<file path="src/smp_pkg.sv">
// Constants and types for the command message parser
// What this block does
// - Colon descends one header level
// - After semicolon, resolve at previous level
// - Colon after semicolon returns path to root
// - Line feed, end flag or CR LF terminate
// - Terminator resets path to root, except inside block data where line feed and end flag are data
// - Host sends optional nodes in compound messages
// - Missing optional parameter is ignored
// - Channel list in parentheses with at-sign, six max
// - Channel results in list order
// - Channel list glued to query marker: error -103
// - Numbers with sign, point, exponent accepted
// - MIN and MAX tokens accepted as numbers
// - Unit suffix accepted after a number
// - Discrete words matched case-insensitively
// - Boolean OFF/0 false, ON/1 true
// - Quoted strings, doubled quote is literal
// - Block data passes any 8-bit byte
// - Device clear aborts, idles, flushes buffers
// - Device clear keeps status, errors, settings
// - Calibration tally steps once per cycle with a save, password change or firmware update
// - Unread reply on new command: query interrupted
// - Headers full or short form, any case
// - Question mark makes a query
package smp_pkg;
  localparam logic [7:0] CH_LF = 8'h0a;
  localparam logic [7:0] CH_CR = 8'h0d;
  localparam logic [7:0] CH_SP = 8'h20;
  localparam logic [7:0] CH_DQ = 8'h22;
  localparam logic [7:0] CH_HASH = 8'h23;
  localparam logic [7:0] CH_SQ = 8'h27;
  localparam logic [7:0] CH_LPAR = 8'h28;
  localparam logic [7:0] CH_RPAR = 8'h29;
  localparam logic [7:0] CH_COMMA = 8'h2c;
  localparam logic [7:0] CH_COLON = 8'h3a;
  localparam logic [7:0] CH_SEMI = 8'h3b;
  localparam logic [7:0] CH_QUERY = 8'h3f;
  localparam logic [7:0] CH_AT = 8'h40;
  localparam logic [3:0] MAX_CHANS = 4'h6;
  localparam int FIFO_DEPTH = 32;
  // Error codes reported to the error queue
  localparam logic signed [15:0] ERR_SEPARATOR = -16'sd103;
  localparam logic signed [15:0] ERR_HEADER = -16'sd113;
  localparam logic signed [15:0] ERR_QUERY_INT = -16'sd410;
  localparam logic signed [15:0] ERR_CHANLIST = -16'sd108;
  // Token kinds emitted to the command executor
  typedef enum logic [3:0] {
    SMP_TOK_HEADER = 4'h0,
    SMP_TOK_NUMBER = 4'h1,
    SMP_TOK_WORD = 4'h2,
    SMP_TOK_STRING = 4'h3,
    SMP_TOK_CHAN = 4'h4,
    SMP_TOK_BLOCK = 4'h5,
    SMP_TOK_QUERY = 4'h6,
    SMP_TOK_END_CMD = 4'h7,
    SMP_TOK_END_MSG = 4'h8
  } smp_tok_t;
  // Gray path along header, parameters, end
  typedef enum logic [3:0] {
    SMP_ST_IDLE = 4'b0000,
    SMP_ST_HDR = 4'b0001,
    SMP_ST_QMARK = 4'b0011,
    SMP_ST_PGAP = 4'b0010,
    SMP_ST_PARAM = 4'b0110,
    SMP_ST_STR = 4'b0111,
    SMP_ST_STRQ = 4'b0101,
    SMP_ST_CHAN = 4'b0100,
    SMP_ST_BLKN = 4'b1100,
    SMP_ST_BLKL = 4'b1101,
    SMP_ST_BLKD = 4'b1111,
    SMP_ST_CR = 4'b1110,
    SMP_ST_SKIP = 4'b1010
  } smp_state_t;
endpackage : smp_pkg

</file>
<file path="src/smp_fifo.sv">
// Synchronous FIFO with valid/ready on both sides
`timescale 1ns/10ps
module smp_fifo
  import smp_pkg::*;
#(
  parameter int WIDTH = 12,
  parameter int DEPTH = 32
)(
  input wire logic clk_sys,
  input wire logic rst,
  input wire logic flush,
  input wire logic in_valid,
  output logic in_ready,
  input wire logic [WIDTH-1:0] in_data,
  output logic out_valid,
  input wire logic out_ready,
  output logic [WIDTH-1:0] out_data
);
  localparam int AW = $clog2(DEPTH);
  initial
  begin
    if (DEPTH < 2 || (1 << AW) != DEPTH)
      $error("FIFO depth must be a power of two");
  end
  logic [WIDTH-1:0] mem [DEPTH];
  logic [AW:0] wr_ptr;
  logic [AW:0] rd_ptr;
  logic [AW:0] next_wr_ptr;
  logic [AW:0] next_rd_ptr;
  logic do_wr;
  logic do_rd;
  assign out_valid = wr_ptr != rd_ptr;
  assign in_ready = (wr_ptr[AW-1:0] != rd_ptr[AW-1:0]) || (wr_ptr[AW] == rd_ptr[AW]);
  assign out_data = mem[rd_ptr[AW-1:0]];
  assign do_wr = in_valid && in_ready;
  assign do_rd = out_valid && out_ready;
  always_comb
  begin
    next_wr_ptr = wr_ptr;
    next_rd_ptr = rd_ptr;
    // Flush empties both ends at once
    if (flush)
    begin
      next_wr_ptr = '0;
      next_rd_ptr = '0;
    end
    else
    begin
      if (do_wr)
        next_wr_ptr = wr_ptr + 1'b1;
      if (do_rd)
        next_rd_ptr = rd_ptr + 1'b1;
    end
  end
  always_ff @(posedge clk_sys or posedge rst)
  begin
    if (rst)
    begin
      wr_ptr <= '0;
      rd_ptr <= '0;
    end
    else
    begin
      wr_ptr <= next_wr_ptr;
      rd_ptr <= next_rd_ptr;
    end
  end
  always_ff @(posedge clk_sys)
  begin
    if (do_wr && !flush)
      mem[wr_ptr[AW-1:0]] <= in_data;
  end
endmodule : smp_fifo

</file>
<file path="src/smp_parser.sv">
// Byte-level command message parser with token output
`timescale 1ns/10ps
module smp_parser
  import smp_pkg::*;
#(
  parameter int DEPTH_LEVELS = 8,
  parameter int CNT_W = 16
)(
  input wire logic clk_sys,
  input wire logic rst,
  input wire logic in_valid,
  output logic in_ready,
  input wire logic [7:0] in_byte,
  input wire logic in_end,
  input wire logic device_clear,
  input wire logic hdr_known,
  input wire logic [1:0] param_cls,
  input wire logic reply_pending,
  input wire logic cal_saved,
  input wire logic cal_pass_changed,
  input wire logic fw_updated,
  output logic tok_valid,
  input wire logic tok_ready,
  output logic [3:0] tok_kind,
  output logic [7:0] tok_char,
  output logic [2:0] tok_level,
  output logic err_valid,
  output logic signed [15:0] err_code,
  output logic abort_meas,
  output logic flush_out,
  output logic [CNT_W-1:0] cal_tally,
  output logic [2:0] path_level,
  output logic is_query
);
  initial
  begin
    if (DEPTH_LEVELS < 2 || DEPTH_LEVELS > 8)
      $error("DEPTH_LEVELS must be 2..8");
  end
  // Upper-case fold makes header and word matching case-blind
  function automatic logic [7:0] smp_upper(input logic [7:0] c);
    smp_upper = (c >= 8'h61 && c <= 8'h7a) ? (c - 8'h20) : c;
  endfunction : smp_upper
  logic fifo_valid;
  logic fifo_ready;
  logic [7:0] cur_byte;
  logic cur_end;
  logic [8:0] fifo_out;
  smp_fifo #(.WIDTH(9), .DEPTH(FIFO_DEPTH)) u_fifo (
    .clk_sys(clk_sys),
    .rst(rst),
    .flush(device_clear),
    .in_valid(in_valid),
    .in_ready(in_ready),
    .in_data({in_end, in_byte}),
    .out_valid(fifo_valid),
    .out_ready(fifo_ready),
    .out_data(fifo_out)
  );
  assign cur_byte = fifo_out[7:0];
  assign cur_end = fifo_out[8];
  smp_state_t state;
  smp_state_t next_state;
  logic [2:0] level;
  logic [2:0] next_level;
  logic after_semi;
  logic next_after_semi;
  logic query;
  logic next_query;
  logic [7:0] quote;
  logic [7:0] next_quote;
  logic [3:0] chans;
  logic [3:0] next_chans;
  logic [3:0] blk_digits;
  logic [3:0] next_blk_digits;
  logic [31:0] blk_len;
  logic [31:0] next_blk_len;
  logic [CNT_W-1:0] next_cal_tally;
  logic next_tok_valid;
  logic [3:0] next_tok_kind;
  logic [7:0] next_tok_char;
  logic [2:0] next_tok_level;
  logic next_err_valid;
  logic signed [15:0] next_err_code;
  logic take;
  logic term;
  // Hold the byte while the token slot is still full
  assign fifo_ready = !tok_valid || tok_ready;
  assign take = fifo_valid && fifo_ready && !device_clear;
  assign term = cur_end || cur_byte == CH_LF;
  assign path_level = level;
  assign is_query = query;
  assign abort_meas = device_clear;
  assign flush_out = device_clear;
  always_comb
  begin
    next_state = state;
    next_level = level;
    next_after_semi = after_semi;
    next_query = query;
    next_quote = quote;
    next_chans = chans;
    next_blk_digits = blk_digits;
    next_blk_len = blk_len;
    next_tok_valid = tok_valid && !tok_ready;
    next_tok_kind = tok_kind;
    next_tok_char = tok_char;
    next_tok_level = tok_level;
    next_err_valid = 1'b0;
    next_err_code = err_code;
    next_cal_tally = cal_tally;
    if (cal_saved || cal_pass_changed || fw_updated)
      next_cal_tally = cal_tally + 1'b1;
    if (device_clear)
    begin
      // Only parse state; tally and error log untouched
      next_state = SMP_ST_IDLE;
      next_level = '0;
      next_after_semi = 1'b0;
      next_query = 1'b0;
      next_tok_valid = 1'b0;
    end
    else if (take)
    begin
      next_tok_valid = 1'b1;
      next_tok_char = cur_byte;
      next_tok_level = level;
      next_tok_kind = SMP_TOK_HEADER;
      if (term && state != SMP_ST_BLKD)
      begin
        next_state = SMP_ST_IDLE;
        next_level = '0;
        next_after_semi = 1'b0;
        next_query = 1'b0;
        next_tok_kind = SMP_TOK_END_MSG;
      end
      else
      begin
        case (state)
          SMP_ST_IDLE, SMP_ST_HDR:
          begin
            if (state == SMP_ST_IDLE && reply_pending)
            begin
              next_err_valid = 1'b1;
              next_err_code = ERR_QUERY_INT;
            end
            if (cur_byte == CH_COLON)
            begin
              next_tok_valid = 1'b0;
              if (state == SMP_ST_IDLE && after_semi)
                next_level = '0;
              else if (state == SMP_ST_HDR && level < 3'(DEPTH_LEVELS - 1))
                next_level = level + 1'b1;
              next_state = SMP_ST_HDR;
            end
            else if (cur_byte == CH_QUERY)
            begin
              next_query = 1'b1;
              next_tok_kind = SMP_TOK_QUERY;
              next_state = SMP_ST_QMARK;
            end
            else if (cur_byte == CH_SP)
            begin
              next_tok_valid = 1'b0;
              next_state = SMP_ST_PGAP;
            end
            else if (cur_byte == CH_SEMI)
            begin
              next_tok_kind = SMP_TOK_END_CMD;
              next_after_semi = 1'b1;
              next_state = SMP_ST_IDLE;
            end
            else if (cur_byte == CH_CR)
            begin
              next_tok_valid = 1'b0;
              next_state = SMP_ST_CR;
            end
            else
            begin
              // Level after semicolon stays at previous command's level
              next_tok_char = smp_upper(cur_byte);
              if (state == SMP_ST_IDLE)
                next_after_semi = 1'b0;
              next_state = SMP_ST_HDR;
            end
          end
          SMP_ST_QMARK:
          begin
            next_tok_valid = 1'b0;
            if (cur_byte == CH_SP)
              next_state = SMP_ST_PGAP;
            else if (cur_byte == CH_LPAR)
            begin
              next_err_valid = 1'b1;
              next_err_code = ERR_SEPARATOR;
              next_state = SMP_ST_SKIP;
            end
            else if (cur_byte == CH_SEMI)
            begin
              next_tok_valid = 1'b1;
              next_tok_kind = SMP_TOK_END_CMD;
              next_after_semi = 1'b1;
              next_query = 1'b0;
              next_state = SMP_ST_IDLE;
            end
            else if (cur_byte == CH_CR)
              next_state = SMP_ST_CR;
          end
          SMP_ST_PGAP, SMP_ST_PARAM:
          begin
            next_tok_valid = 1'b0;
            if (cur_byte == CH_SP || cur_byte == CH_COMMA)
              next_state = SMP_ST_PGAP;
            else if (cur_byte == CH_DQ || cur_byte == CH_SQ)
            begin
              next_quote = cur_byte;
              next_state = SMP_ST_STR;
            end
            else if (cur_byte == CH_LPAR)
            begin
              next_chans = '0;
              next_state = SMP_ST_CHAN;
            end
            else if (cur_byte == CH_HASH)
              next_state = SMP_ST_BLKN;
            else if (cur_byte == CH_SEMI)
            begin
              next_tok_valid = 1'b1;
              next_tok_kind = SMP_TOK_END_CMD;
              next_after_semi = 1'b1;
              next_query = 1'b0;
              next_state = SMP_ST_IDLE;
            end
            else if (cur_byte == CH_CR)
              next_state = SMP_ST_CR;
            else
            begin
              // Digits, sign, point, exponent, MIN/MAX, units, ON/OFF
              next_tok_valid = 1'b1;
              next_tok_char = smp_upper(cur_byte);
              next_tok_kind = (param_cls == 2'd0) ? SMP_TOK_NUMBER : SMP_TOK_WORD;
              next_state = SMP_ST_PARAM;
            end
          end
          SMP_ST_STR:
          begin
            if (cur_byte == quote)
            begin
              next_tok_valid = 1'b0;
              next_state = SMP_ST_STRQ;
            end
            else
              next_tok_kind = SMP_TOK_STRING;
          end
          SMP_ST_STRQ:
          begin
            if (cur_byte == quote)
            begin
              next_tok_kind = SMP_TOK_STRING;
              next_state = SMP_ST_STR;
            end
            else
            begin
              next_tok_valid = 1'b0;
              next_state = (cur_byte == CH_SEMI) ? SMP_ST_IDLE : SMP_ST_PGAP;
              next_after_semi = cur_byte == CH_SEMI;
            end
          end
          SMP_ST_CHAN:
          begin
            next_tok_kind = SMP_TOK_CHAN;
            if (cur_byte == CH_RPAR)
              next_state = SMP_ST_PARAM;
            else if (cur_byte >= 8'h30 && cur_byte <= 8'h39)
            begin
              next_chans = chans + 1'b1;
              if (chans >= MAX_CHANS)
              begin
                next_err_valid = 1'b1;
                next_err_code = ERR_CHANLIST;
                next_state = SMP_ST_SKIP;
              end
            end
            else if (cur_byte != CH_AT && cur_byte != CH_COMMA && cur_byte != CH_COLON)
              next_tok_valid = 1'b0;
          end
          SMP_ST_BLKN:
          begin
            next_tok_valid = 1'b0;
            next_blk_digits = cur_byte[3:0];
            next_blk_len = '0;
            next_state = SMP_ST_BLKL;
          end
          SMP_ST_BLKL:
          begin
            next_tok_valid = 1'b0;
            next_blk_len = blk_len * 10 + 32'(cur_byte[3:0]);
            next_blk_digits = blk_digits - 1'b1;
            if (blk_digits == 4'h1)
              next_state = SMP_ST_BLKD;
          end
          SMP_ST_BLKD:
          begin
            // Raw bytes: line feed inside block is data
            next_tok_kind = SMP_TOK_BLOCK;
            next_blk_len = blk_len - 1'b1;
            if (blk_len <= 32'h1)
              next_state = SMP_ST_PARAM;
          end
          SMP_ST_CR:
          begin
            next_tok_valid = 1'b0;
            next_state = SMP_ST_SKIP;
          end
          default:
            next_tok_valid = 1'b0;
        endcase
        if (state == SMP_ST_HDR && !hdr_known && cur_byte != CH_COLON
            && cur_byte != CH_QUERY && cur_byte != CH_SEMI)
        begin
          next_err_valid = 1'b1;
          next_err_code = ERR_HEADER;
          next_tok_valid = 1'b0;
          next_state = SMP_ST_SKIP;
        end
      end
    end
  end
  always_ff @(posedge clk_sys or posedge rst)
  begin
    if (rst)
    begin
      state <= SMP_ST_IDLE;
      level <= '0;
      after_semi <= 1'b0;
      query <= 1'b0;
      quote <= '0;
      chans <= '0;
      blk_digits <= '0;
      blk_len <= '0;
      cal_tally <= '0;
      tok_valid <= 1'b0;
      tok_kind <= '0;
      tok_char <= '0;
      tok_level <= '0;
      err_valid <= 1'b0;
      err_code <= '0;
    end
    else
    begin
      state <= next_state;
      level <= next_level;
      after_semi <= next_after_semi;
      query <= next_query;
      quote <= next_quote;
      chans <= next_chans;
      blk_digits <= next_blk_digits;
      blk_len <= next_blk_len;
      cal_tally <= next_cal_tally;
      tok_valid <= next_tok_valid;
      tok_kind <= next_tok_kind;
      tok_char <= next_tok_char;
      tok_level <= next_tok_level;
      err_valid <= next_err_valid;
      err_code <= next_err_code;
    end
  end
  terminator_root_a: assert property (@(posedge clk_sys) disable iff (rst)
    take && term && state != SMP_ST_BLKD |=> level == 3'h0 && tok_kind == SMP_TOK_END_MSG)
    else $error("Terminator did not return path to root");
  colon_descend_a: assert property (@(posedge clk_sys) disable iff (rst)
    take && !term && state == SMP_ST_HDR && cur_byte == CH_COLON && hdr_known
    && level < 3'(DEPTH_LEVELS - 1) |=> level == $past(level) + 3'h1)
    else $error("Colon did not descend a level");
  root_spec_a: assert property (@(posedge clk_sys) disable iff (rst)
    take && !term && state == SMP_ST_IDLE && after_semi && cur_byte == CH_COLON |=> level == 3'h0)
    else $error("Root specifier ignored");
  semi_keep_a: assert property (@(posedge clk_sys) disable iff (rst)
    take && !term && state == SMP_ST_HDR && cur_byte == CH_SEMI
    |=> level == $past(level) && after_semi)
    else $error("Semicolon lost the path level");
  sep_error_a: assert property (@(posedge clk_sys) disable iff (rst)
    take && !term && state == SMP_ST_QMARK && cur_byte == CH_LPAR
    |=> err_valid && err_code == ERR_SEPARATOR)
    else $error("Missing -103 separator error");
  clear_flush_a: assert property (@(posedge clk_sys) disable iff (rst)
    device_clear |=> state == SMP_ST_IDLE && !tok_valid && !fifo_valid)
    else $error("Device clear did not flush");
  clear_tally_a: assert property (@(posedge clk_sys) disable iff (rst)
    device_clear && !cal_saved && !cal_pass_changed && !fw_updated |=> $stable(cal_tally))
    else $error("Device clear changed the tally");
  tally_step_a: assert property (@(posedge clk_sys) disable iff (rst)
    cal_saved |=> cal_tally == $past(cal_tally) + 1'b1)
    else $error("Calibration tally did not step");
  query_mark_a: assert property (@(posedge clk_sys) disable iff (rst)
    take && !term && state == SMP_ST_HDR && hdr_known && cur_byte == CH_QUERY
    |=> query && tok_kind == SMP_TOK_QUERY)
    else $error("Question mark did not make a query");
endmodule : smp_parser

</file>
<file path="config.mk">
export PLATFORM = sky130hd
export DESIGN_NAME = smp_parser
export DESIGN_NICKNAME = d
export VERILOG_FILES = /design/src/smp_pkg.sv /design/src/smp_fifo.sv /design/src/smp_parser.sv
export SDC_FILE = /design/constraint.sdc
export NUM_CORES = 1
export LEC_CHECK = 0
export BUFFER_PORTS_ARGS = -buffer_cell sky130_fd_sc_hd__buf_2
export CAP_MARGIN = 20
export CORE_MARGIN = 1
export CORE_UTILIZATION = 49
export CTS_CLUSTER_DIAMETER = 80
export CTS_CLUSTER_SIZE = 25
export DETAILED_ROUTE_END_ITERATION = 16
export PLACE_DENSITY = 0.64
export RECOVER_POWER = 100
export SYNTH_ARGS = -nofsm -noshare
export SYNTH_HDL_FRONTEND = slang
export SYNTH_SLANG_ARGS = --single-unit
</file>
<file path="constraint.sdc">
create_clock -name clk_sys -period 8.1 [get_ports clk_sys]
set_input_delay 1.62 -clock clk_sys [delete_from_list [all_inputs] [get_ports clk_sys]]
set_output_delay 1.62 -clock clk_sys [all_outputs]
set_load 0.01 [all_outputs]
</file>
Word-level counts from Yosys, hierarchy flattened. Memory sizes are Yosys's and may differ from the RTL's. Cells that the tools add are included.

Memories kept: 1. Register bits: 118. Bits of input ports: 21. RAM bits: 288. Word-level logic and storage cells: 307.

$mul: 1. Bitwise operators: 3. $add $sub $neg: 9. Reductions and logical operators: 55. Muxes and demuxes: 150. Magnitude comparators: 7. Eq/ne operators: 64.

Memory list: u_fifo.mem (depth 32, bits a word 9, read ports 1, clocked after Yosys merged registers in 0, wr ports 1, line smp_fifo.sv:25) `logic [WIDTH-1:0] mem [DEPTH];`.

Operator list (number): $mux W4 (33); $mux W16 (7); $pmux W32 S3 (1); $mux W8 (11); $eq A8 B6 Y1 const B (10); $mux W1 (62); $mux W3 (17); $ne A4 B4 Y1 const B (12); $pmux W16 S3 (1); $pmux W4 S10 (1); $add A32 B4 Y32 (1); $le A32 B1 Y1 const B (1); $mul A32 B3 Y31 const B (1); $ne A8 B6 Y1 const B (4); $sub A32 B1 Y32 const B (1); $pmux W4 S7 (1); $ne A5 B5 Y1 const B (5); $mux W6 (4); $reduce_and A10 Y1 (2); $ne A3 B3 Y1 const B (6); $logic_and A1 B1 Y1 (17); $add A16 B1 Y16 const B (1); $eq A4 B3 Y1 const B (4); $eq A4 B4 Y1 const B (4); other kinds (46) (82).

Logic depth before layout (Yosys ltp). Gate-level depths: netlist of the first run. An unclocked memory read counts as a cell.

Depth in word-level cells: 13. Gate-level depth with buffers: 22. Mapped depth without buffers: 17.

Modules after synthesis. From an unflattened synthesis of the first run, not the netlist that was laid out.

Cells, all modules: 1609. Area total of the unflattened synthesis: 20408.3 um^2.

Modules (own cells, without submodules): smp_fifo (instances 1, seq. area each 8948.6 um^2, cells each 534, area each 11855.1 um^2); smp_parser (instances 1, seq. area each 2427.3 um^2, cells each 1075, area each 8553.2 um^2).

Worst setup path after synthesis of the first run. Ideal clock, no wire load.

Path type: register -> register. Start: register u_fifo.rd_ptr[0]. End: register blk_len[23]. Data arrival time: 3.928 ns. Path slack: 4.032 ns. Cell stages (with the launch flop): 20. Library setup time: 0.139 ns. Cells stage by stage: dfrtp_1 buf_6 buf_12 mux4_2 a22o_1 a2111o_1 nand2_1 inv_1 buf_4 ha_1 a21o_1 nand2_1 a211oi_1 nand4_1 nor3_1 and3_1 nand3_1 xor2_1 a221oi_1 o21ai_0.

Longest elaborated chain between the ends: 6. Elaborated cells on any way between the ends: 11. Classes of those cells: add/sub: 1; eq/ne: 2; mux: 1; bitwise: 1; reduce/logical: 5; memory: 1.

RTL lines: start, declared (line smp_fifo.sv:27) `logic [AW:0] rd_ptr;`; start signal, assigned (line smp_fifo.sv:65) `rd_ptr <= next_rd_ptr;`; $mem_v2 Z32 W9 *; net fifo_out[3] (line smp_parser.sv:48) `logic [8:0] fifo_out;`; branches (longest 5 deep; another with $add A32 B4 Y32); end signal, assigned (line smp_parser.sv:358) `blk_len <= next_blk_len;`; end, declared (line smp_parser.sv:76) `logic [31:0] blk_len;`.

Mark *: on every way through the listed nets, which the timed path passes. A chain may end at the register's enable or synchronous reset.

Worst setup path in the final report of the first run.
Start: register u_fifo.rd_ptr[0]. End: register err_code[6].

Longest elaborated chain between the ends: 7. Elaborated cells on any way between the ends: 29. Classes of those cells: order compare: 2; eq/ne: 14; mux: 1; bitwise: 1; reduce/logical: 10; memory: 1.

RTL lines: branches (longest 7 deep; another with $mem_v2 Z32 W9); end signal, assigned (line smp_parser.sv:365) `err_code <= next_err_code;`; end, declared (line smp_parser.sv:28) `output logic signed [15:0] err_code,`.

Several ways; the timed one is not identified.

==> results of run 1 <==
## path summary, 6_finish.rpt
kind                                                  end  slack (ns)
worst max-delay path              err_code[6]$_DFFE_PP0P_        2.22
worst min-delay path              tok_kind[0]$_DFFE_PP0P_        0.48
worst max register to register    err_code[6]$_DFFE_PP0P_        2.22
worst min register to register    tok_kind[0]$_DFFE_PP0P_        0.48
max in group asynchronous         blk_len[19]$_DFFE_PP0P_        2.54
min in group asynchronous       cal_tally[11]$_DFFE_PP0P_        1.66
## worst reg2reg max path: stages (launching register included)
cell and delay (ns):
dfrtp_4 0.98, buf_4 0.57, clkbuf_1 0.46, mux2i_1 0.24, o221ai_1 0.14, a211oi_1 0.48, nand2b_1 0.41, nand4bb_1 0.36
a211oi_1 0.13, nor3_1 1.08, a21o_1 0.16, nand2_1 0.08, a21oi_1 0.47, o22ai_1 0.14
## routing by layer
layer,share of wire,vias up
met5,0,-
met4,0.017,0
met3,0.051,56
met2,0.48,402
met1,0.45,6981
li1,-,6384
## cell usage after synthesis (10+ instances only)
library cell | instances | area [um^2]
buf_4 | 23 | 173
nor2_1 | 131 | 492
and2_1 | 12 | 75.1
o22ai_1 | 14 | 87.6
mux2i_1 | 31 | 310
clkbuf_1 | 40 | 150
a31oi_1 | 10 | 62.6
xor2_1 | 43 | 377
mux4_2 | 52 | 1170
or3_1 | 16 | 100
a21o_1 | 16 | 120
o21ai_0 | 98 | 490
nor4_1 | 11 | 68.8
and3_1 | 18 | 113
a22o_1 | 18 | 158
nand3_1 | 60 | 300
nor3_1 | 44 | 220
a211oi_1 | 18 | 135
dfrtp_1 | 109 | 2730
nor2b_1 | 12 | 75.1
inv_1 | 38 | 143
nand2_1 | 123 | 462
nand2b_1 | 14 | 87.6
a22oi_1 | 14 | 105
xnor2_1 | 41 | 359
nand4_1 | 23 | 144
o221ai_1 | 11 | 96.3
edfxtp_1 | 288 | 8650
a21oi_1 | 67 | 335
buf_2 | 11 | 55.1
ha_1 | 73 | 913
## logic make-up after synthesis
group,share of synthesized area
AND/OR/NAND/NOR,0.125
flip-flops,0.557
AO/OA/AOI/OAI,0.116
buffers and inverters,0.0333
multiplexers,0.0865
XOR/XNOR,0.0360
adder cells (fa/ha/maj),0.0467
## state kept, by name, indices dropped and copies added (netlist names), 6 cells and up
name	count
u_fifo.mem	288
blk_len	32
cal_tally	16
quote	8
tok_char	8
err_code	7
u_fifo.rd_ptr	6
u_fifo.wr_ptr	6
## where the power goes
group,internal [mW],switching [mW]
registers,2.27,0.131
clock network,0.536,0.674
logic,0.452,0.723
total,3.26,1.53
## stage by stage
stage	utilization	power, mW	hold WS, ns	setup slack [ns]
6_report	0.529	4.79	0.478	2.22
5_1_grt	0.529	5.00	0.509	1.57
3_5_place_dp	0.515	3.65	0.460	2.47
2_1_floorplan	-	3.32	0.461	3.61
4_1_cts	0.531	4.84	0.480	2.44
3_3_place_gp	0.515	3.64	0.456	2.59
## layout by cell type (no fill, tap or decap), drive strengths merged, types with 41 or more instances in the layout
cell type and count:
xor2 43, mux4 59, nand2 127, nand3 60
ha 73, xnor2 41, dfrtp 109, edfxtp 288
inv 43, nor2 131, nor3 46, clkbuf 99
o21ai 99, a21oi 67
## layout make-up
type,count,area [um^2]
Clock buffer,30,559
Clock inverter,8,100
Fill cell,3547,19300
Inverter,41,155
Multi-Input combinational cell,1126,8370
Sequential cell,397,11400
Tap cell,532,666
Timing Repair Buffer,93,412
==> run metrics, run 1 <==
M3 GR Usage 0.0307; first-iteration detailed-routing DRC count 1145; Slowest cell on crit path nor3_1; Post-CTS Hold Buffers 0; hold path cells 2; flops & latches, synth 397; crit path max fanout 44; nature of the critical path startpoint register; Setup Viol. Count Final 0; H-tree depth 1; Final nets 1776; CP dominant cell by count a211oi_1; CP startpoint u_fifo.rd_ptr[0]$_DFFE_PP0P_; starting density of the core 0.499; worst path arrival time 6.26 ns; Post-Syn Instances 1651; final hold vios 0; port bufs 76; DP Area 21100 um^2; Seq/Total Area, Yosys 0.557; Pins Over Slew Limit 310; Sum Neg Setup Slack 0 ns; Crit Reg-Reg Startpoint u_fifo.rd_ptr[0]$_DFFE_PP0P_; Root Buffer clkbuf_16; number of global-route vias before repair 13133; CP delay by family, top simple AND/OR/NAND/NOR gates; CP cell instances buf_4 -> clkbuf_1 -> mux2i_1 -> o221ai_1 -> a211oi_1 -> nand2b_1 -> nand4bb_1 -> a211oi_1 -> nor3_1 -> a21o_1 -> nand2_1 -> a21oi_1 -> o22ai_1; ANT nets after route 0; CP Buf/Inv Count 2; Final Critical Period 5.88 ns; Total Routing Usage GR 0.230; distinct cell type count after synthesis 85; worst-skew pair later-pin latency 0.57 ns; # resized after CTS 0; post-CTS setup buffers 0; Vias/cell 6.21; design area 21600 um^2; crit share post-route 0.726; clk buf depth 3; CP Depth 13; vias 13823; CORE AREA 40900 um^2; R2R depth 13; final std cells w/o fill 2227; Ports 77; Mean Syn Cell Area 12.4 um^2; full die area 42500 um^2; Clk pin slew, worst setup/hold paths 0.10 ns; CP required 8.47 ns; CTS sink count 397; violated checks capacitance limit, slew limit; die width 206 um; CTS buffer count 21; Worst-Margin Slew 3.31 ns; Placement Rows 74; ant diodes 0; ys flop type edfxtp_1; Rel. slew slack -1.21; DRC 0; dpl cells 2188; syn nets 1747; GRT Residual Overflow 0; FMAX 170 MHz; FFs w/ async S/R, synth 0.275; Post-DP HPWL 33200 um; crit end category register; die span in y 206 um; P_leak 7.85 nW; Hold Crit Start tok_kind[0]$_DFFE_PP0P_; Post-synth EDFFs 288; GP Congestion 0.919; Post-Syn Area 20400 um^2; MaxCap Viol Count 8; Area growth, synth to finish 5.95%; final WL 48900 um; worst vdd ir 184 uV; worst hold-check path type reg -> reg; First-pass DRT Iterations 6; initial antenna violation count 0; first-pass GRT wire length 75000 um; RSZ-0062 raised after global routing false; gr busiest metal met2; kind of critical path reg -> reg; Fin Clk Skew 0.0299 ns; Cell Pwr Density 221 nW/um^2; met2 GRT Util 0.382; WL/cell 22.0 um; layout cells sized above 1 0.0826; TritonCTS clock tree done; met1 usage 0.323; slowest stage delay, CP 1.08 ns; Yosys Warn Count 0; largest net degree at the start of global routing 61; outcome finished with violations
Note: power is estimated with default switching activity, not from simulation.
==> inputs of run 2 (changes only) <==
ABC_AREA = 1   (was unset)
PLACE_DENSITY = 0.63   (was 0.64)
clock period = 5.7 ns   (was 8.1 ns; I/O delays follow)
==> run metrics, run 2 <==
clk buf depth 3; largest net degree at the start of global routing 153; final WL 60100 um; Vias/cell 5.51; distinct cell type count after synthesis 55; area of the multi-input gates 9040 um^2; CORE AREA 44200 um^2; ys flop type edfxtp_1; syn nets 2702; initial antenna violation count 0; Root Buffer clkbuf_16; Final nets 2736; Total Routing Usage GR 0.260; Area growth, synth to finish 6.13%; Post-DP HPWL 41400 um; crit path max fanout 50; Mean Syn Cell Area 8.45 um^2; kind of critical path reg -> reg; Clk pin slew, worst setup/hold paths 0.09 ns; Rel. slew slack -1.01; WL/cell 18.5 um; Seq/Total Area, Yosys 0.517; worst-skew pair later-pin latency 0.58 ns; register area 11400 um^2; CP dominant cell by count nand2_1; most frequent cells in the layout 769 x nand2_1, 313 x nor2_1, 288 x edfxtp_1, 246 x inv_1, 239 x nand3_1; outcome finished with violations; slowest stage delay, CP 0.55 ns; worst path arrival time 5.36 ns; worst hold slack 0.486 ns; die span in y 214 um; crit end category register; top cells by area in the synthesized netlist edfxtp_1 39%, nand2_1 13%, dfrtp_1 12%, nand3_1 5.4%, nor2_1 5.3%; flops & latches, synth 397; GRT Residual Overflow 0; Final Critical Period 4.91 ns; Fin Clk Skew 0.0295 ns; CP required 6.15 ns; Power, Total 7.99 mW; final std cells w/o fill 3249; Ports 77; Cell Pwr Density 342 nW/um^2; CTS buffer count 23; post-layout util 0.528; number of global-route vias before repair 16844; most common cell after layout, fill and taps aside nand2_1; Post-Syn Area 22000 um^2; violated checks capacitance limit, slew limit; crit share post-route 0.861; top-count cell post-synth nand2_1; GP Congestion 0.945; Post-Syn Instances 2606; first-iteration detailed-routing DRC count 1699; nature of the critical path startpoint register; ant diodes 0; final hold vios 0; Post-synth top cells 765 x nand2_1, 312 x nor2_1, 288 x edfxtp_1, 244 x inv_1, 239 x nand3_1; Pins Over Slew Limit 226; Post-CTS Hold Buffers 0; RSZ-0062 raised after global routing false; CP delay by family, top simple AND/OR/NAND/NOR gates; Setup Viol. Count Final 0; layout cells sized above 1 0.0373; die width 214 um; full die area 45800 um^2; ANT nets after route 0; Yosys Warn Count 0; worst vdd ir 287 uV; First-pass DRT Iterations 6; FMAX 204 MHz; first-pass GRT wire length 94100 um; DRC 0; fill count 4213; TritonCTS clock tree done; Placement Rows 77; # resized after CTS 0; post-CTS setup buffers 0; CTS sink count 397; MaxCap Viol Count 6; port bufs 76; Largest register FFs 288; post-synth top area share 0.393; dpl cells 3206; Synth area leader edfxtp_1; Worst-Margin Slew 3.00 ns; Post-synth EDFFs 288; P_leak 10.1 nW; worst hold-check path type reg -> reg; CP Buf/Inv Count 3; Sum Neg Setup Slack 0 ns; FFs w/ async S/R, synth 0.275; CP cell instances inv_4 -> clkbuf_1 -> nand2_1 -> nand3_1 -> nand3_1 -> nand2_1 -> nor2_1 -> nand2_1 -> nand2_1 -> nand2_1 -> nor2_1 -> nand2_1 -> nand2_1 -> nand2_1 -> nand2_1 -> nor2_8 -> nand2_8 -> inv_2 -> o211ai_1 -> o21a_1; Slowest cell on crit path inv_2; H-tree depth 1; starting density of the core 0.498; vias 17907
==> run 2: cell types whose count changed after synthesis, sizes merged, moves of 18 or more <==
cell	before	now
a21oi	67	103
mux2i	31	0
nand2	127	783
mux4	59	0
inv	39	257
clkbuf	40	9
nor2	131	320
a22o	18	0
o21ai	99	145
nand3	60	241
buf	47	76
xnor2	41	11
==> run 2: final timing paths <==
kind / depth (start not counted) / end / from / slack [ns]
worst min-delay path: 2 / tok_kind[1]$_DFFE_PP0P_ / tok_kind[1]$_DFFE_PP0P_ / 0.49
worst max register to register: 20 / blk_len[17]$_DFFE_PP0P_ / u_fifo.rd_ptr[0]$_DFFE_PP0P_ / 0.79
worst max-delay path: 20 / blk_len[17]$_DFFE_PP0P_ / u_fifo.rd_ptr[0]$_DFFE_PP0P_ / 0.79
worst min register to register: 2 / tok_kind[1]$_DFFE_PP0P_ / tok_kind[1]$_DFFE_PP0P_ / 0.49
min in group asynchronous: 2 / blk_len[26]$_DFFE_PP0P_ / rst / 1.43
max in group asynchronous: 3 / tok_char[2]$_DFFE_PP0P_ / rst / 2.05
==> run 2: area by class of cell <==
cell class                      instances  area share
Sequential cell                       397       0.487
Multi-Input combinational cell       1864       0.387
Inverter                              260      0.0420
Tap cell                              592      0.0317
Clock buffer                           33      0.0267
Timing Repair Buffer                   94      0.0198
Clock inverter                          9     0.00562
==> run 2: worst min-delay path: stages (launching register included) <==
cell,delay [ns]
dfrtp_1,0.35
nand2_1,0.05
nand2_1,0.05
==> run 2: where the power goes <==
| part | internal [mW] | switching, mW |
|---|---|---|
| registers | 3.24 | 0.133 |
| clock network | 0.815 | 1.04 |
| logic | 0.783 | 1.98 |
| total | 4.84 | 3.15 |
==> run 2: logic make-up after synthesis <==
kind of cell             after synthesis  synth area share
adder cells (fa/ha/maj)               75            0.0433
AND/OR/NAND/NOR                     1431             0.272
XOR/XNOR                              45            0.0179
AO/OA/AOI/OAI                        313            0.0792
flip-flops                           397             0.517
buffers and inverters                345            0.0710
==> run 2: metrics by stage <==
step                      setup slack (ns)  area (um^2)
after global placement                1.28        22700
after floorplan                       1.69        22000
final                                0.794        23400
after CTS                             1.13        23500
after global routing                 0.304        23400
after detailed placement              1.16        22700
==> run 2: layer usage <==
layer,global-route usage,vias up,wire (um)
met1,0.379,8469,27900
met3,0.0348,109,3900
li1,-,8704,-
met4,0.0851,0,1850
met2,0.399,625,26400
met5,0,-,0
==> inputs of run 3 (changes only) <==
REMOVE_ABC_BUFFERS = 1   (was unset)
==> run metrics, run 3 (synthesis results as in run 2) <==
outcome finished with violations; violated checks capacitance limit, slew limit; starting density of the core 0.498; TritonCTS clock tree done; P_leak 10.1 nW; Area growth, synth to finish 6.23%; Power, Total 8.01 mW; Clk pin slew, worst setup/hold paths 0.10 ns; Root Buffer clkbuf_16; clk buf depth 3; ANT nets after route 0; GP Congestion 0.899; crit share post-route 0.889; worst path arrival time 5.52 ns; Post-DP HPWL 41100 um; Pins Over Slew Limit 296; nature of the critical path startpoint register; Final Critical Period 5.07 ns; final hold vios 0; dpl cells 3203; CTS sink count 397; first-iteration detailed-routing DRC count 1538; First-pass DRT Iterations 6; RSZ-0062 raised after global routing false; Post-CTS Hold Buffers 0; Largest register FFs 288; kind of critical path reg -> reg; vias 17960; Vias/cell 5.53; port bufs 76; final WL 59500 um; worst-skew pair later-pin latency 0.60 ns; CP required 6.15 ns; first-pass GRT wire length 95400 um; FMAX 197 MHz; crit path max fanout 52; post-CTS setup buffers 0; CORE AREA 44200 um^2; Rel. slew slack -1.05; fill count 4190; most frequent cells in the layout 770 x nand2_1, 314 x nor2_1, 288 x edfxtp_1, 246 x inv_1, 239 x nand3_1; Final nets 2735; Cell Pwr Density 343 nW/um^2; most common cell after layout, fill and taps aside nand2_1; gr busiest metal met1; die span in y 214 um; initial antenna violation count 0; Fin Clk Skew 0.0458 ns; GRT Residual Overflow 0; MaxCap Viol Count 9; crit end category register; WL/cell 18.3 um; worst vdd ir 321 uV; largest net degree at the start of global routing 153; met1 usage 0.400; H-tree depth 1; Total Routing Usage GR 0.262; worst hold-check path type reg -> reg; final std cells w/o fill 3250; Placement Rows 77; DRC 0; layout cells sized above 1 0.0365; M3 GR Usage 0.0304; Worst-Margin Slew 3.05 ns; CTS buffer count 24; Ports 77; number of global-route vias before repair 17281; # resized after CTS 0; Setup Viol. Count Final 0; die width 214 um; full die area 45800 um^2; FF-to-FF setup slack 0.63 ns; met2 GRT Util 0.395
==> run 3: cell count changes in the layout (fill, tap and decap cells not counted), moves of 2 or more <==
cell,before,now
buf_4,12,9
clkinv_8,4,0
inv_16,0,3
o21ai_0,127,125
o21ai_1,17,19
==> run 3: per-layer routing <==
layer / wire length, um / vias to the layer above
li1: - / 8730
met4: 1330 / 0
met5: 0 / -
met2: 25700 / 622
met3: 4250 / 86
met1: 28200 / 8522
==> run 3: critical path: stages (launching register included) <==
cell	delay [ns]
dfrtp_4	0.52
inv_4	0.46
buf_12	0.26
nand2_1	0.06
nand2_1	0.06
nand2_1	0.05
a21oi_1	0.17
nor2_1	0.07
nand2_1	0.19
nand2_1	0.23
inv_1	0.25
fa_1	0.26
nand2_1	0.06
inv_1	0.07
o21ai_0	0.13
nor2_1	0.21
nand2_1	0.12
nor2_1	0.18
nand2_1	0.13
nor2_1	0.34
nand3_1	0.16
nor3_1	0.35
nand3_1	0.17
o21ai_0	0.18
a21oi_1	0.06
o21a_1	0.17
==> run 3: worst paths after layout <==
check                                                   from                   endpoint  depth (start not counted)
worst max-delay path            u_fifo.rd_ptr[0]$_DFFE_PP0P_    blk_len[21]$_DFFE_PP0P_                         25
worst min-delay path               cal_tally[15]$_DFFE_PP0P_  cal_tally[15]$_DFFE_PP0P_                          1
worst max register to register  u_fifo.rd_ptr[0]$_DFFE_PP0P_    blk_len[21]$_DFFE_PP0P_                         25
worst min register to register     cal_tally[15]$_DFFE_PP0P_  cal_tally[15]$_DFFE_PP0P_                          1
max in group asynchronous                                rst     after_semi$_DFFE_PP0P_                          3
min in group asynchronous                                rst       quote[0]$_DFFE_PP0P_                          2
==> run 3: report_power, final <==
part	total (mW)	internal [mW]	switching [mW]
Clock	1.92	0.847	1.07
Sequential	3.39	3.24	0.142
Combinational	2.71	0.776	1.93
Total	8.01	4.87	3.14
==> run 3: layout make-up <==
cell class                      instances  area (um^2)  area share
Antenna cell                            1         2.50    0.000107
Inverter                              260          982      0.0420
Clock buffer                           32          631      0.0270
Timing Repair Buffer                   92          454      0.0194
Tap cell                              592          741      0.0317
Multi-Input combinational cell       1864         9020       0.386
Sequential cell                       397        11400       0.487
Clock inverter                         12          169     0.00722
==> run 3: metrics by stage <==
stage          instance area [um^2]  setup WS (ns)  TNS (ns)  hold slack, ns  utilization
2_1_floorplan                 21400         -0.944    -12.83           0.449            -
3_3_place_gp                  22700           1.10         0           0.453        0.514
3_5_place_dp                  22700          0.917         0           0.453        0.514
4_1_cts                       23500          0.855         0           0.473        0.532
5_1_grt                       23400          0.206         0           0.501        0.529
6_report                      23400          0.631         0           0.474        0.529
